==> config.mk <==
export PLATFORM = sky130hd
export DESIGN_NAME = bsl_top
export DESIGN_NICKNAME = d
export VERILOG_FILES = /design/src/core/bsl_pkg.sv /design/src/core/bsl_sel_if.sv /design/src/core/bsl_select.sv /design/src/core/bsl_top.sv
export SDC_FILE = /design/constraint.sdc
export NUM_CORES = 1
export LEC_CHECK = 0
export ABC_AREA = 1
export BUFFER_PORTS_ARGS = -buffer_cell sky130_fd_sc_hd__buf_4
export CAP_MARGIN = 0
export CORE_ASPECT_RATIO = 0.75
export CORE_MARGIN = 1.5
export CORE_UTILIZATION = 42
export DETAILED_ROUTE_END_ITERATION = 10
export PLACE_DENSITY_LB_ADDON = 0.25
export SYNTH_ARGS = -nofsm -noshare
export SYNTH_HDL_FRONTEND = slang
export SYNTH_SLANG_ARGS = --single-unit
==> constraint.sdc <==
create_clock -name mclk_i -period 2.5 [get_ports mclk_i]
set_input_delay 0 -clock mclk_i [delete_from_list [all_inputs] [get_ports mclk_i]]
set_output_delay 0 -clock mclk_i [all_outputs]
set_load 0.01 [all_outputs]
==> src/core/bsl_pkg.sv <==
// Purpose: constants and types shared by the strap latch block
// Assumes: one clock domain, mclk_i at 40 MHz
// Notes:   fuse inputs are static and valid whenever reset is active
package bsl_pkg;

	// -----------------------------------------------------------------
	// clock and timing
	// -----------------------------------------------------------------
	localparam int unsigned CLK_HZ         = 40_000_000;
	localparam int unsigned RST_MIN_US     = 50;
	localparam int unsigned RST_MIN_CYC    = (RST_MIN_US * (CLK_HZ / 1_000_000));
	localparam int unsigned SYNC_STAGES    = 2;

	// -----------------------------------------------------------------
	// register map
	// -----------------------------------------------------------------
	localparam logic [3:0]  ADDR_STRAP     = 4'h0;
	localparam logic [3:0]  ADDR_SELECT    = 4'h4;
	localparam logic [3:0]  ADDR_CTRL      = 4'h8;
	localparam logic [31:0] RDATA_NONE     = 32'h0000_0000;

	// strap field positions
	localparam int unsigned STRAP_W        = 4;
	localparam int unsigned BIT_BOOT_MODE  = 0;
	localparam int unsigned BIT_IO_VOLT    = 1;
	localparam int unsigned BIT_PRINT      = 2;
	localparam int unsigned BIT_DEBUG_SRC  = 3;

	// ctrl word: software mute of serial printing
	localparam int unsigned BIT_MUTE       = 0;

	// pull enables per strap pin: pull-up on boot mode, pull-down on two
	localparam logic [3:0]  PULL_UP_MASK   = 4'h1;
	localparam logic [3:0]  PULL_DN_MASK   = 4'h6;
	localparam logic [3:0]  STRAP_RST      = 4'h0;

	// -----------------------------------------------------------------
	// encodings
	// -----------------------------------------------------------------
	typedef enum logic [1:0] {
		BSL_JTAG_NONE = 2'h0,
		BSL_JTAG_PINS = 2'h1,
		BSL_JTAG_USB  = 2'h2
	} bsl_jtag_t;

	typedef enum logic [1:0] {
		BSL_BOOT_DOWNLOAD = 2'h0,
		BSL_BOOT_FLASH    = 2'h1,
		BSL_BOOT_INVALID  = 2'h2
	} bsl_boot_t;

	typedef enum logic [1:0] {
		BSL_PG_ALWAYS  = 2'h0,
		BSL_PG_LOW     = 2'h1,
		BSL_PG_HIGH    = 2'h2,
		BSL_PG_NEVER   = 2'h3
	} bsl_pgate_t;

	// flash supply level: 0 = 3.3 V, 1 = 1.8 V
	localparam logic        SUPPLY_3V3     = 1'b0;
	localparam logic        SUPPLY_1V8     = 1'b1;

	// print route: 0 = serial port, 1 = usb serial/debug controller
	localparam logic        ROUTE_SERIAL   = 1'b0;
	localparam logic        ROUTE_USB      = 1'b1;

	typedef enum logic [2:0] {
		BSL_ST_RESET   = 3'b001,
		BSL_ST_SAMPLE  = 3'b010,
		BSL_ST_RUN     = 3'b100
	} bsl_state_t;

endpackage

==> src/core/bsl_sel_if.sv <==
// Purpose: carries held strap bits and fuses to the selection logic
// Assumes: all members on mclk_i domain
// Notes:   selector drives the decoded choices back
`timescale 1ns/10ps
interface bsl_sel_if;
	logic [3:0]           strap;
	logic                 fuse_debug_strap_select;
	logic                 fuse_usb_debug_off;
	logic                 fuse_pin_debug_off;
	logic                 fuse_flash_supply_force;
	logic                 fuse_flash_supply_high;
	logic                 fuse_print_port_select;
	logic                 fuse_usb_serial_off;
	logic                 fuse_usb_device_off;
	logic [1:0]           fuse_print_gate_mode;
	bsl_pkg::bsl_jtag_t   jtag_src;
	bsl_pkg::bsl_boot_t   boot_mode;
	logic                 supply_1v8;
	logic                 print_usb;
	logic                 print_enable;
	logic                 print_secondary;

	modport latch (
		output strap, fuse_debug_strap_select, fuse_usb_debug_off, fuse_pin_debug_off,
		output fuse_flash_supply_force, fuse_flash_supply_high, fuse_print_port_select,
		output fuse_usb_serial_off, fuse_usb_device_off, fuse_print_gate_mode,
		input  jtag_src, boot_mode, supply_1v8, print_usb, print_enable, print_secondary
	);
	modport sel (
		input  strap, fuse_debug_strap_select, fuse_usb_debug_off, fuse_pin_debug_off,
		input  fuse_flash_supply_force, fuse_flash_supply_high, fuse_print_port_select,
		input  fuse_usb_serial_off, fuse_usb_device_off, fuse_print_gate_mode,
		output jtag_src, boot_mode, supply_1v8, print_usb, print_enable, print_secondary
	);
endinterface

==> src/core/bsl_select.sv <==
// Purpose: decodes boot, supply, debug and print choices
// Assumes: inputs static after reset
// Notes:   purely combinational
`timescale 1ns/10ps
module bsl_select (
	bsl_sel_if.sel s
);
	logic boot_b;
	logic prt_b;
	logic dbg_b;

	always_comb begin
		boot_b = s.strap[bsl_pkg::BIT_BOOT_MODE];
		prt_b  = s.strap[bsl_pkg::BIT_PRINT];
		dbg_b  = s.strap[bsl_pkg::BIT_DEBUG_SRC];
		// debug source
		unique case ({s.fuse_usb_debug_off, s.fuse_pin_debug_off})
			2'h0: begin
				if (s.fuse_debug_strap_select) begin
					s.jtag_src = dbg_b ? bsl_pkg::BSL_JTAG_USB : bsl_pkg::BSL_JTAG_PINS;
				end else begin
					s.jtag_src = bsl_pkg::BSL_JTAG_USB;
				end
			end
			2'h1: s.jtag_src = bsl_pkg::BSL_JTAG_USB;
			2'h2: s.jtag_src = bsl_pkg::BSL_JTAG_PINS;
			2'h3: s.jtag_src = bsl_pkg::BSL_JTAG_NONE;
		endcase
		// boot mode
		if (boot_b) begin
			s.boot_mode = bsl_pkg::BSL_BOOT_FLASH;
		end else if (prt_b) begin
			s.boot_mode = bsl_pkg::BSL_BOOT_INVALID;
		end else begin
			s.boot_mode = bsl_pkg::BSL_BOOT_DOWNLOAD;
		end
		// flash supply; fuse high means 3.3 V
		if (s.fuse_flash_supply_force) begin
			s.supply_1v8 = s.fuse_flash_supply_high ? bsl_pkg::SUPPLY_3V3 : bsl_pkg::SUPPLY_1V8;
		end else begin
			s.supply_1v8 = s.strap[bsl_pkg::BIT_IO_VOLT];
		end
		// print routing and gating
		s.print_usb       = !s.fuse_usb_serial_off && !s.fuse_usb_device_off;
		s.print_secondary = s.fuse_print_port_select;
		unique case (bsl_pkg::bsl_pgate_t'(s.fuse_print_gate_mode))
			bsl_pkg::BSL_PG_ALWAYS: s.print_enable = 1'b1;
			bsl_pkg::BSL_PG_LOW:    s.print_enable = !prt_b;
			bsl_pkg::BSL_PG_HIGH:   s.print_enable = prt_b;
			bsl_pkg::BSL_PG_NEVER:  s.print_enable = 1'b0;
		endcase
	end
endmodule

==> src/core/bsl_top.sv <==
// Purpose: boot strap latch: samples four strap pins during reset
// Assumes: srst_i high covers every system reset cause; fuses static
// Notes:   pins pass a two-stage synchroniser before sampling
`timescale 1ns/10ps

// Contract
// - capture strap levels during reset, hold them
// - software reads held strap bits via register
// - release pins after reset, bits unchanged
// - weak pulls on three straps during reset
// - fuses choose debug source
// - strap bit picks pins or usb debug
// - boot mode from boot and print straps
// - flash supply from strap or fuses
// - fuse picks primary or secondary serial
// - usb print unless usb fuses disable
// - gate mode controls serial printing
module bsl_top (
	input  wire logic        mclk_i,
	input  wire logic        srst_i,
	input  wire logic [3:0]  strap_pin_i,
	input  wire logic        fuse_debug_strap_select_i,
	input  wire logic        fuse_usb_debug_off_i,
	input  wire logic        fuse_pin_debug_off_i,
	input  wire logic        fuse_flash_supply_force_i,
	input  wire logic        fuse_flash_supply_high_i,
	input  wire logic        fuse_print_port_select_i,
	input  wire logic        fuse_usb_serial_off_i,
	input  wire logic        fuse_usb_device_off_i,
	input  wire logic [1:0]  fuse_print_gate_mode_i,
	input  wire logic [3:0]  addr_i,
	input  wire logic [31:0] wdata_i,
	input  wire logic        wr_i,
	input  wire logic        rd_i,
	output logic      [31:0] rdata_o,
	output logic      [3:0]  pull_up_en_o,
	output logic      [3:0]  pull_dn_en_o,
	output logic             strap_valid_o,
	output logic      [1:0]  jtag_src_o,
	output logic      [1:0]  boot_mode_o,
	output logic             flash_supply_1v8_o,
	output logic             print_usb_o,
	output logic             print_enable_o,
	output logic             print_secondary_o
);
	// -----------------------------------------------------------------
	// synchroniser
	// -----------------------------------------------------------------
	logic [3:0] sync1_q, sync1_d;
	logic [3:0] sync2_q, sync2_d;

	always_comb begin
		sync1_d = strap_pin_i;
		sync2_d = sync1_q;
	end

	always_ff @(posedge mclk_i) begin
		sync1_q <= sync1_d;
		sync2_q <= sync2_d;
	end

	// -----------------------------------------------------------------
	// sample sequencer
	// -----------------------------------------------------------------
	// sampling tracks the pins for the whole reset and reloads once more in SAMPLE,
	// so the synchronised level seen in the SAMPLE state is what is held
	bsl_pkg::bsl_state_t st_q, st_d;
	logic [3:0]          strap_q, strap_d;
	logic                valid_q, valid_d;

	always_comb begin
		st_d    = st_q;
		strap_d = strap_q;
		valid_d = valid_q;
		unique case (st_q)
			bsl_pkg::BSL_ST_RESET: begin
				st_d = bsl_pkg::BSL_ST_SAMPLE;
			end
			bsl_pkg::BSL_ST_SAMPLE: begin
				strap_d = sync2_q;
				valid_d = 1'b1;
				st_d    = bsl_pkg::BSL_ST_RUN;
			end
			bsl_pkg::BSL_ST_RUN: begin
				strap_d = strap_q;
			end
			default: begin
				st_d = bsl_pkg::BSL_ST_RESET;
			end
		endcase
		// track the pins for the whole reset; the held level is reloaded in SAMPLE
		if (srst_i) begin
			strap_d = sync2_q;
		end
	end

	always_ff @(posedge mclk_i) begin
		if (srst_i) begin
			st_q    <= bsl_pkg::BSL_ST_RESET;
			valid_q <= 1'b0;
		end else begin
			st_q    <= st_d;
			valid_q <= valid_d;
		end
		strap_q <= strap_d;
	end

	// -----------------------------------------------------------------
	// pull control
	// -----------------------------------------------------------------
	// pulls stay on until the strap is frozen and drop on that same edge,
	// so valid and released pulls are never seen apart; debug strap gets none
	logic [3:0] pu_q, pu_d;
	logic [3:0] pd_q, pd_d;

	always_comb begin
		if (st_d == bsl_pkg::BSL_ST_RUN) begin
			pu_d = 4'h0;
			pd_d = 4'h0;
		end else begin
			pu_d = bsl_pkg::PULL_UP_MASK;
			pd_d = bsl_pkg::PULL_DN_MASK;
		end
	end

	always_ff @(posedge mclk_i) begin
		if (srst_i) begin
			pu_q <= bsl_pkg::PULL_UP_MASK;
			pd_q <= bsl_pkg::PULL_DN_MASK;
		end else begin
			pu_q <= pu_d;
			pd_q <= pd_d;
		end
	end

	// -----------------------------------------------------------------
	// selection
	// -----------------------------------------------------------------
	bsl_sel_if sif ();

	always_comb begin
		sif.strap                   = strap_q;
		sif.fuse_debug_strap_select = fuse_debug_strap_select_i;
		sif.fuse_usb_debug_off      = fuse_usb_debug_off_i;
		sif.fuse_pin_debug_off      = fuse_pin_debug_off_i;
		sif.fuse_flash_supply_force = fuse_flash_supply_force_i;
		sif.fuse_flash_supply_high  = fuse_flash_supply_high_i;
		sif.fuse_print_port_select  = fuse_print_port_select_i;
		sif.fuse_usb_serial_off     = fuse_usb_serial_off_i;
		sif.fuse_usb_device_off     = fuse_usb_device_off_i;
		sif.fuse_print_gate_mode    = fuse_print_gate_mode_i;
	end

	bsl_select u_sel (
		.s (sif.sel)
	);

	// outputs registered to keep every top output on a flip-flop
	logic [1:0] jtag_q, jtag_d;
	logic [1:0] boot_q, boot_d;
	logic       v18_q, v18_d;
	logic       pusb_q, pusb_d;
	logic       pen_q, pen_d;
	logic       psec_q, psec_d;
	logic       pcfg_q, pcfg_d;

	always_comb begin
		jtag_d = sif.jtag_src;
		boot_d = sif.boot_mode;
		v18_d  = sif.supply_1v8;
		pusb_d = sif.print_usb;
		// mute folded in here so the output still comes from one flop
		pen_d  = sif.print_enable && !sif.print_usb && !pcfg_d;
		psec_d = sif.print_secondary;
	end

	always_ff @(posedge mclk_i) begin
		if (srst_i) begin
			jtag_q <= 2'h0;
			boot_q <= 2'h0;
			v18_q  <= 1'b0;
			pusb_q <= 1'b0;
			pen_q  <= 1'b0;
			psec_q <= 1'b0;
		end else begin
			jtag_q <= jtag_d;
			boot_q <= boot_d;
			v18_q  <= v18_d;
			pusb_q <= pusb_d;
			pen_q  <= pen_d;
			psec_q <= psec_d;
		end
	end

	// -----------------------------------------------------------------
	// register port
	// -----------------------------------------------------------------
	// ctrl bit 0: software may mute serial printing after boot
	logic [31:0] rdata_q, rdata_d;

	always_comb begin
		pcfg_d = pcfg_q;
		if (wr_i && addr_i == bsl_pkg::ADDR_CTRL) begin
			pcfg_d = wdata_i[bsl_pkg::BIT_MUTE];
		end
		rdata_d = bsl_pkg::RDATA_NONE;
		if (rd_i) begin
			unique case (addr_i)
				bsl_pkg::ADDR_STRAP:  rdata_d = {27'h0, valid_q, strap_q};
				bsl_pkg::ADDR_SELECT: rdata_d = {24'h0, psec_q, pen_q, pusb_q, v18_q, boot_q, jtag_q};
				bsl_pkg::ADDR_CTRL:   rdata_d = {31'h0, pcfg_q};
				default:              rdata_d = bsl_pkg::RDATA_NONE;
			endcase
		end
	end

	always_ff @(posedge mclk_i) begin
		if (srst_i) begin
			rdata_q <= bsl_pkg::RDATA_NONE;
			pcfg_q  <= 1'b0;
		end else begin
			rdata_q <= rdata_d;
			pcfg_q  <= pcfg_d;
		end
	end

	assign rdata_o            = rdata_q;
	assign pull_up_en_o       = pu_q;
	assign pull_dn_en_o       = pd_q;
	assign strap_valid_o      = valid_q;
	assign jtag_src_o         = jtag_q;
	assign boot_mode_o        = boot_q;
	assign flash_supply_1v8_o = v18_q;
	assign print_usb_o        = pusb_q;
	assign print_enable_o     = pen_q;
	assign print_secondary_o  = psec_q;
endmodule

==> metrics.txt, run 1 <==
Buf+Inv Stages, Crit Path 4; Filler Cell Count 271; synth warn 0; CP Class in -> reg; Synth Area in Adders 0%; Final Setup Violations 0; share of layout cells above drive strength 1 28.29%; IO Pins 103; wire per inst 10.04 um; placed insts 219; Synth Instances 143; max_cap viols 0; antenna violations before repair 0; XOR/XNOR Fraction of Synth Area 0%; H-tree depth 2; CP Max Fanout 2; Crit path required time 2.73 ns; mapped cell area 1323 sq um; cell mode on critical path dlygate4sd3_1; Final Max Slew Viols 0; # DRC 0; DR WL met3 252 um; fin crit share 76.78%; GPL Wtd Cong 0.7983; WHS Path Cells 4; first-pass GRT wire length 3601 um; type of origin of the critical path input port; Iter 0 DRT Violations 41; non-filler instance count after layout 243; maximum vdd drop 384.7 uV; GRT Resource Usage Total 14.73%; Initial Util 44.41%; post-route ant nets 0; CP Cell Sequence dlygate4sd3_1 > buf_4 > or2_2 > dlygate4sd3_1 > nor2_1 > dlygate4sd3_1; DP HPWL 1768 um; multi-input gate area in the final layout 406.6 sq um; simple-gate share of the synthesized area 16.84%; cells on worst reg2reg path 5; Core ar. 2978 sq um; largest family of logic cells by synthesized area buffers and inverters; nets 258; largest net degree at the start of global routing 13; CTS tree done; Final min period 1.920 ns; Yosys reg bits 34; PortBufs 42; Die Span Y 51.60 um; total negative slack 0 ns; Die ar. 3498 sq um; CTS root buffer clkbuf_8; DR vias 1005; status finished, final reports clean; vias per cell 4.136; Reg clk slew, reported paths 0.07 ns; RSZ-0062 raised after global routing false; area grow syn2layout 39.73%; final hold violations 0; Storage cell area 720.7 sq um; Die Wd 67.80 um; Synth Area per Inst 9.248 sq um; delay-heaviest family, CP buffers and inverters; vias in the first global route 877; reg-to-reg endpoint jtag_src_o[1]; met2 WL 1144 um; Leak 0.0009030 uW; max incr delay on CP 0.57 ns; Yosys top cell area share 45.41%; post-cts gate resize count 0; CTS sink count 34; Hold Path End print_enable_o; skew final 0.004899 ns; Clk Latency, worst-skew pair 0.29 ns; GRT overflow 0; maximum root-to-sink buffer count 2; met1 WL 1010 um; worst r2r src sif.strap[3]; R2R Setup Slk 1.18 ns; crit path capture type flip-flop; Hold WC Path Type in -> reg; ant diodes 0; mux share of post-synthesis cell area 0%; CTS buffer count 5; worst hold start fuse_print_gate_mode_i[0]; Top Metal Used met4; Rows 17; Pre-antenna DRT Iters 4; total detailed-routing wirelength 2440 um; f_max 521.0 MHz; Synth cell types 18; Seq/Total Area, Yosys 54.49%; top cell type by total area after synthesis dfxtp_1; main area contributors after synthesis dfxtp_1 (45%), buf_4 (18%), edfxtp_1 (9.1%), nand2_1 (4.8%), inv_1 (4.5%); Critical Path AT 2.15 ns; post-synthesis compound-gate area fraction 5.676%; cell area power density 722.1 nW/um^2; utilization after layout 62.06%; CP max-delay cell dlygate4sd3_1
==> worst min-delay path, delay by kind of cell <==
kind | cells | cell delay, ns
AO/OA/AOI/OAI | 1 | 0.05
buffers and inverters | 1 | 0.08
AND/OR/NAND/NOR | 2 | 0.13
==> state kept, by name, summed over array words and instances (netlist names) <==
name and count:
boot_mode_o 2, flash_supply_1v8_o 1, jtag_src_o 2, pcfg_q 1, print_enable_o 1, print_secondary_o 1, print_usb_o 1, pull_dn_en_o 1
rdata_o 8, sif.strap 4, st_q 3, strap_valid_o 1, sync1_q 4, sync2_q 4
==> Yosys cell counts <==
library cell / instances
nand3_1: 10
conb_1: 1
buf_4: 32
o21ai_0: 4
nor2_1: 11
nand2_2: 1
a21oi_1: 4
nand2_1: 17
and2b_4: 1
dfxtp_1: 30
nor4_1: 1
nor2_4: 1
inv_1: 16
or2_2: 1
edfxtp_1: 4
a21oi_2: 4
nor3_1: 3
nand4_1: 2
==> cell usage in the layout (no fill, tap or decap) <==
cell type and count:
and2b_4 1, conb_1 29, nand4_1 2, clkinv_4 1
a21oi_1 4, dlygate4sd3_1 16, nor2_1 11, nand2_1 17
nand3_1 10, nor3_1 3, or2_2 1, inv_1 16
clkbuf_8 5, dfxtp_1 30, buf_4 42, a21oi_2 4
nand2_2 1, nor4_1 1, nor2_4 1, bufinv_16 2
edfxtp_1 4, o21ai_0 4
==> cell families after synthesis <==
| logic type | Yosys count |
|---|---|
| buffers and inverters | 48 |
| AND/OR/NAND/NOR | 48 |
| other | 1 |
| flip-flops | 34 |
| AO/OA/AOI/OAI | 12 |
==> cell type report <==
| class | instances | share of cell area, % |
|---|---|---|
| timing repair buffer | 58 | 25.73 |
| sequential | 34 | 39.00 |
| tap | 38 | 2.573 |
| multi-input combinational | 89 | 22.00 |
| inverter | 16 | 3.250 |
| clock buffer | 5 | 3.724 |
| clock inverter | 3 | 3.724 |
==> power by group <==
group	switching, uW	internal, uW
registers	14.5	583
logic	72.1	67.3
clock network	199	399
total	285	1050
==> metal layers <==
layer	GRT usage [%]	vias to the layer above
li1	-	512
met2	24.18	44
met1	15.09	444
met4	6.667	0
met5	0	-
met3	8.658	5
==> how the worst max path moves through the flow <==
stage / from / end / cells past startpoint
2_1_floorplan: st_q[0] / sif.strap[0] / 3
3_3_place_gp: st_q[0] / sif.strap[3] / 3
3_5_place_dp: st_q[0] / sif.strap[3] / 3
4_1_cts: fuse_usb_device_off_i / print_usb_o / 6
5_1_grt: fuse_usb_device_off_i / print_usb_o / 6
6_report: fuse_usb_device_off_i / print_usb_o / 6
==> metrics by stage <==
step / hold slack [ns] / total power, uW / instance area [sq um] / worst slack, ns
finish: 0.01684 / 1334 / 1848 / 0.5805
global route: 0.02948 / 1398 / 1848 / 0.5622
CTS: 0.01071 / 1349 / 1848 / 0.5995
detailed placement: 0.1056 / 728.7 / 1550 / 1.531
global placement: 0.1042 / 723.4 / 1550 / 1.554
floorplan: 0.02772 / 705.6 / 1428 / 1.597
==> what timing repair did <==
item	in CTS	in global routing
hold buffers	16	0
endpoints found under the hold margin	14	0
buffers inserted	0	0
Power figures use the tool's default switching activity.
==> run 2: changes to the inputs <==
Settings changed: ABC_AREA 1 to 0, CORE_UTILIZATION 42 to 38.
Clock period 2.5 ns to 2 ns, I/O delays scaled along.
==> metrics.txt, run 2 <==
cell area power density 939.3 nW/um^2; post-cts gate resize count 0; vias per cell 4.111; CTS sink count 34; most common cell in the synthesized netlist buf_4; met2 global-route usage 24.92%; maximum root-to-sink buffer count 2; nets 229; first-pass GRT wire length 3615 um; wire per inst 10.90 um; status finished, final reports clean; crit path capture type flip-flop; CP Class reg -> reg; top cell type by total area after synthesis dfxtp_1; Filler Cell Count 299; EDFF count, synth 4; Final Power 1698 uW; CTS tree done; max reg flops 8; Synth Area in Adders 0%; antenna violations before repair 0; total negative slack 0 ns; Most used DFF post-synth dfxtp_1; Synth Instances 114; Reg clk slew, reported paths 0.07 ns; CP Max Fanout 3; type of origin of the critical path flip-flop; top cells by count, synth buf_4 (31), dfxtp_1 (30), nor2_1 (9), mux2i_1 (5); skew final 0.008618 ns; Yosys reg bits 34; cells on worst reg2reg path 3; Pre-antenna DRT Iters 2; CTS buffer count 5; Clk Latency, worst-skew pair 0.29 ns; Iter 0 DRT Violations 14; Final Max Slew Viols 0; gr busiest metal met2; DR vias 888; Final Setup Violations 0; ant diodes 0; f_max 697.6 MHz; mapped cell area 1277 sq um; Seq/Total Area, Yosys 56.42%; non-filler instance count after layout 216; Yosys top cell area share 47.01%; GRT Resource Usage Total 13.52%; max_cap viols 0; Die Span Y 53.22 um; main area contributors after synthesis dfxtp_1 (47%), buf_4 (18%), edfxtp_1 (9.4%), mux2i_1 (3.9%), nor2_1 (2.6%); maximum vdd drop 585.4 uV; commonest non-fill, non-tap cells in the layout buf_4 (42), dfxtp_1 (30), conb_1 (29); Final min period 1.434 ns; fraction of registers with async set/reset 0%; Crit path required time 2.18 ns; Initial Util 39.39%; # DRC 0; WHS Path Cells 3; max incr delay on CP 0.56 ns; vias in the first global route 874; total detailed-routing wirelength 2354 um; CP max-delay cell dlygate4sd3_1; XOR/XNOR Fraction of Synth Area 0.6856%; GPL Wtd Cong 0.7299; Synth cell types 27; Leak 0.0008511 uW; simple-gate share of the synthesized area 15.48%; hold slack 0.03339 ns; CP Cell Sequence nor3b_1 > nor3_1 > dlygate4sd3_1; RSZ-0062 raised after global routing false; Critical Path AT 1.62 ns; placed insts 191; met3 Use GR 5.143%; final hold violations 0; Rows 18; share of layout cells above drive strength 1 30.11%; hold_buf cts 17; post-route ant nets 0; area grow syn2layout 41.53%; Die Wd 69.95 um; synth warn 0; met1 usage 12.46%; GRT overflow 0; largest family of logic cells by synthesized area buffers and inverters; utilization after layout 55.75%; CTS root buffer clkbuf_8; mux share of post-synthesis cell area 3.918%; H-tree depth 2; DP HPWL 1610 um; largest net degree at the start of global routing 15; postcts setup bufs 0; fin crit share 71.68%; IO Pins 103; Hold WC Path Type in -> reg; Synth Area per Inst 11.21 sq um; PortBufs 42; commonest non-fill, non-tap cell in the layout buf_4; Core ar. 3243 sq um; post-synthesis compound-gate area fraction 3.232%; Die ar. 3722 sq um
-- run 2: cell types whose count changed in the layout (fill, tap and decap cells not counted), moves of 2 or more --
cell / before / now
nand2_1: 17 / 0
inv_1: 16 / 2
nand3_1: 10 / 1
mux2i_1: 0 / 5
a21oi_2: 4 / 0
and3_1: 0 / 4
nor2b_1: 0 / 3
nor3b_1: 0 / 3
o21ai_0: 4 / 1
a21oi_1: 4 / 2
nand4_1: 2 / 0
nor2_1: 11 / 9
nor4b_2: 0 / 2
-- run 2: cell type report --
type                    instances  area, sq um  share of cell area, %
well taps                      40        50.05                  2.768
inverters                       2        7.507                 0.4152
clock buffers                   5        68.82                  3.806
repair buffers                 59        485.5                  26.85
clock inverters                 3        68.82                  3.806
flip-flops and latches         34        720.7                  39.86
multi-input cells              73        406.6                  22.49
-- run 2: logic make-up after synthesis --
kind of cell,after synthesis
buf+inv,35
mux,5
xor+xnor,1
compound gates,6
simple gates,32
flops,34
other cells,1
-- run 2: through the flow --
step	instance area (sq um)	setup WS, ns
2_1_floorplan	1383	0.9887
3_3_place_gp	1500	0.8957
3_5_place_dp	1500	0.8842
4_1_cts	1808	0.6525
5_1_grt	1808	0.5416
6_report	1808	0.5665
-- run 2: per-layer routing --
layer | vias to the layer above | wire length [um]
met5 | - | 0
met4 | 0 | 19
met2 | 38 | 1277
li1 | 439 | -
met1 | 407 | 872
met3 | 4 | 183
-- run 2: where the power goes --
part           internal (uW)  switching (uW)
combinational           99.4            84.6
sequential               735            26.0
clock                    499             254
total                   1330             364
-- run 2: final timing paths --
check	from	to	slack, ns
hold reg to reg	sync1_q[2]	sync2_q[2]	0.32
setup reg to reg	sif.strap[3]	jtag_src_o[1]	0.57
hold / removal	addr_i[1]	rdata_o[0]	0.03
setup / recovery	sif.strap[3]	jtag_src_o[1]	0.57
-- run 2: worst max-delay path, delay by kind of cell (launching register included) --
family	cells	cell delay, ns
buffers and inverters	1	0.56
flip-flops	1	0.42
AND/OR/NAND/NOR	2	0.34
==> run 3: changes to the inputs <==
Settings changed: ABC_AREA 0 to 1, CORE_UTILIZATION 38 to 39.
Clock period 2 ns to 1.4 ns, I/O delays scaled along.
==> metrics.txt, run 3 (synthesized netlist as in run 1, its figures left out) <==
DP HPWL 1751 um; H-tree depth 2; crit path capture type flip-flop; DR WL met3 252 um; total detailed-routing wirelength 2450 um; wire per inst 10.08 um; reg-to-reg endpoint jtag_src_o[0]; CP Class reg -> reg; f_max 779.2 MHz; Hold WC Path Type in -> reg; Reg clk slew, reported paths 0.06 ns; total negative slack 0 ns; GRT overflow 0; cells on worst reg2reg path 4; postcts setup bufs 0; maximum root-to-sink buffer count 2; Critical Path AT 1.51 ns; first-pass GRT wire length 3698 um; Clk Latency, worst-skew pair 0.28 ns; CP Cell Sequence inv_1 > a21oi_1 > nor3_1 > dlygate4sd3_1; max_cap viols 0; final hold violations 0; CP Max Fanout 2; Final min period 1.283 ns; Die Span Y 53.43 um; area grow syn2layout 34.91%; CP max-delay cell dlygate4sd3_1; maximum vdd drop 613.5 uV; met1 WL 972 um; fin crit share 91.67%; Buf+Inv Stages, Crit Path 2; Final Setup Violations 0; skew final 0.002786 ns; Leak 0.0008754 uW; vias per cell 4.185; hold slack 0.009439 ns; Flop pwr share 52.3%; Iter 0 DRT Violations 45; share of layout cells above drive strength 1 28.08%; Crit path required time 1.63 ns; # DRC 0; CTS buffer count 5; clock share of power 35.7%; Initial Util 40.50%; share of power burned in combinational logic 12.0%; Critical Path End jtag_src_o[0]; cell count along the critical path 4; ant diodes 0; commonest non-fill, non-tap cells in the layout buf_4 (42), dfxtp_1 (30), conb_1 (29); switching pwr 485.8 uW; RSZ-0062 raised after global routing false; vias in the first global route 841; delay-heaviest family, CP buffers and inverters; Cell Int Power 1554 uW; max reg flops 8; PortBufs 42; met2 WL 1170 um; cell area power density 1143 nW/um^2; commonest non-fill, non-tap cell in the layout buf_4; DR vias 1017; CTS root buffer clkbuf_8; Final Max Slew Viols 0; Rows 18; worst r2r src sif.strap[3]; antenna violations before repair 0; largest net degree at the start of global routing 11; status finished, final reports clean; Pre-antenna DRT Iters 4; Sw Ratio 23.82%; Core ar. 3266 sq um; post-cts gate resize count 0; R2R Setup Slk 0.12 ns; nets 256; type of origin of the critical path flip-flop; Die ar. 3753 sq um; CTS tree done; worst hold start srst_i; CTS sink count 34; post-route ant nets 0; Die Wd 70.24 um; max incr delay on CP 0.55 ns; GRT Resource Usage Total 13.56%; IO Pins 103; Critical Path Start sif.strap[3]; GPL Wtd Cong 0.8154; Top Metal Used met4; Filler Cell Count 299
==> run 3: cell types whose count changed in the layout (fill, tap and decap cells not counted), sizes merged, moves of 4 or more <==
cell	delta
mux2i	-5
a21oi	+6
inv	+14
and3	-4
nand2	+18
nand3	+9
==> run 3: worst min-delay path by stage <==
stage | endpoint | cells past startpoint | slack (ns)
floorplan | sync1_q[0] | 0 | 0.03
global placement | sync1_q[1] | 1 | 0.10
detailed placement | sync1_q[2] | 1 | 0.11
CTS | jtag_src_o[1] | 4 | 0.005
global route | print_enable_o | 4 | 0.03
finish | jtag_src_o[1] | 4 | 0.009
==> run 3: power groups by stage <==
stage	clock [uW]	combinational (uW)	sequential, uW
3_3_place_gp	0	206	1090
6_report	728	245	1070
3_5_place_dp	0	212	1090
5_1_grt	802	271	1070
4_1_cts	746	244	1070
2_1_floorplan	0	168	1090
==> run 3: routing by layer <==
layer,global-route usage (%),vias up
met1,14.75,445
met3,8.000,8
met2,21.70,55
met4,5.769,0
li1,-,509
met5,0,-
==> run 3: layout make-up <==
| class | instances | area (sq um) | area share [%] |
|---|---|---|---|
| Sequential cell | 34 | 720.7 | 40.39 |
| Timing Repair Buffer | 56 | 455.4 | 25.53 |
| Multi-Input combinational cell | 89 | 406.6 | 22.79 |
| Clock buffer | 7 | 86.33 | 4.839 |
| Inverter | 16 | 60.06 | 3.366 |
| Tap cell | 40 | 50.05 | 2.805 |
| Clock inverter | 1 | 5.005 | 0.2805 |
==> run 3: worst min-delay path: stages <==
cell and delay [ns]:
buf_4 0.11, nor2_1 0.04, o21ai_0 0.06, inv_1 0.04
==> run 3: through the flow <==
stage / power, uW / area [sq um] / setup WS, ns / utilization (%) / std cells
after floorplan: 1260 / 1428 / 0.4968 / - / 171
final: 2040 / 1784 / 0.1166 / 54.64 / 243
after global routing: 2145 / 1784 / 0.01517 / 54.64 / 243
after CTS: 2058 / 1784 / 0.03902 / 54.64 / 243
after detailed placement: 1301 / 1553 / 0.4011 / 47.55 / 221
after global placement: 1292 / 1553 / 0.4535 / 47.55 / 221
==> run 3: what timing repair did <==
action                     4_1_cts  5_1_grt
hold buffers                    14        1
setup endpoints to repair        0        1
hold endpoints to repair        14        1
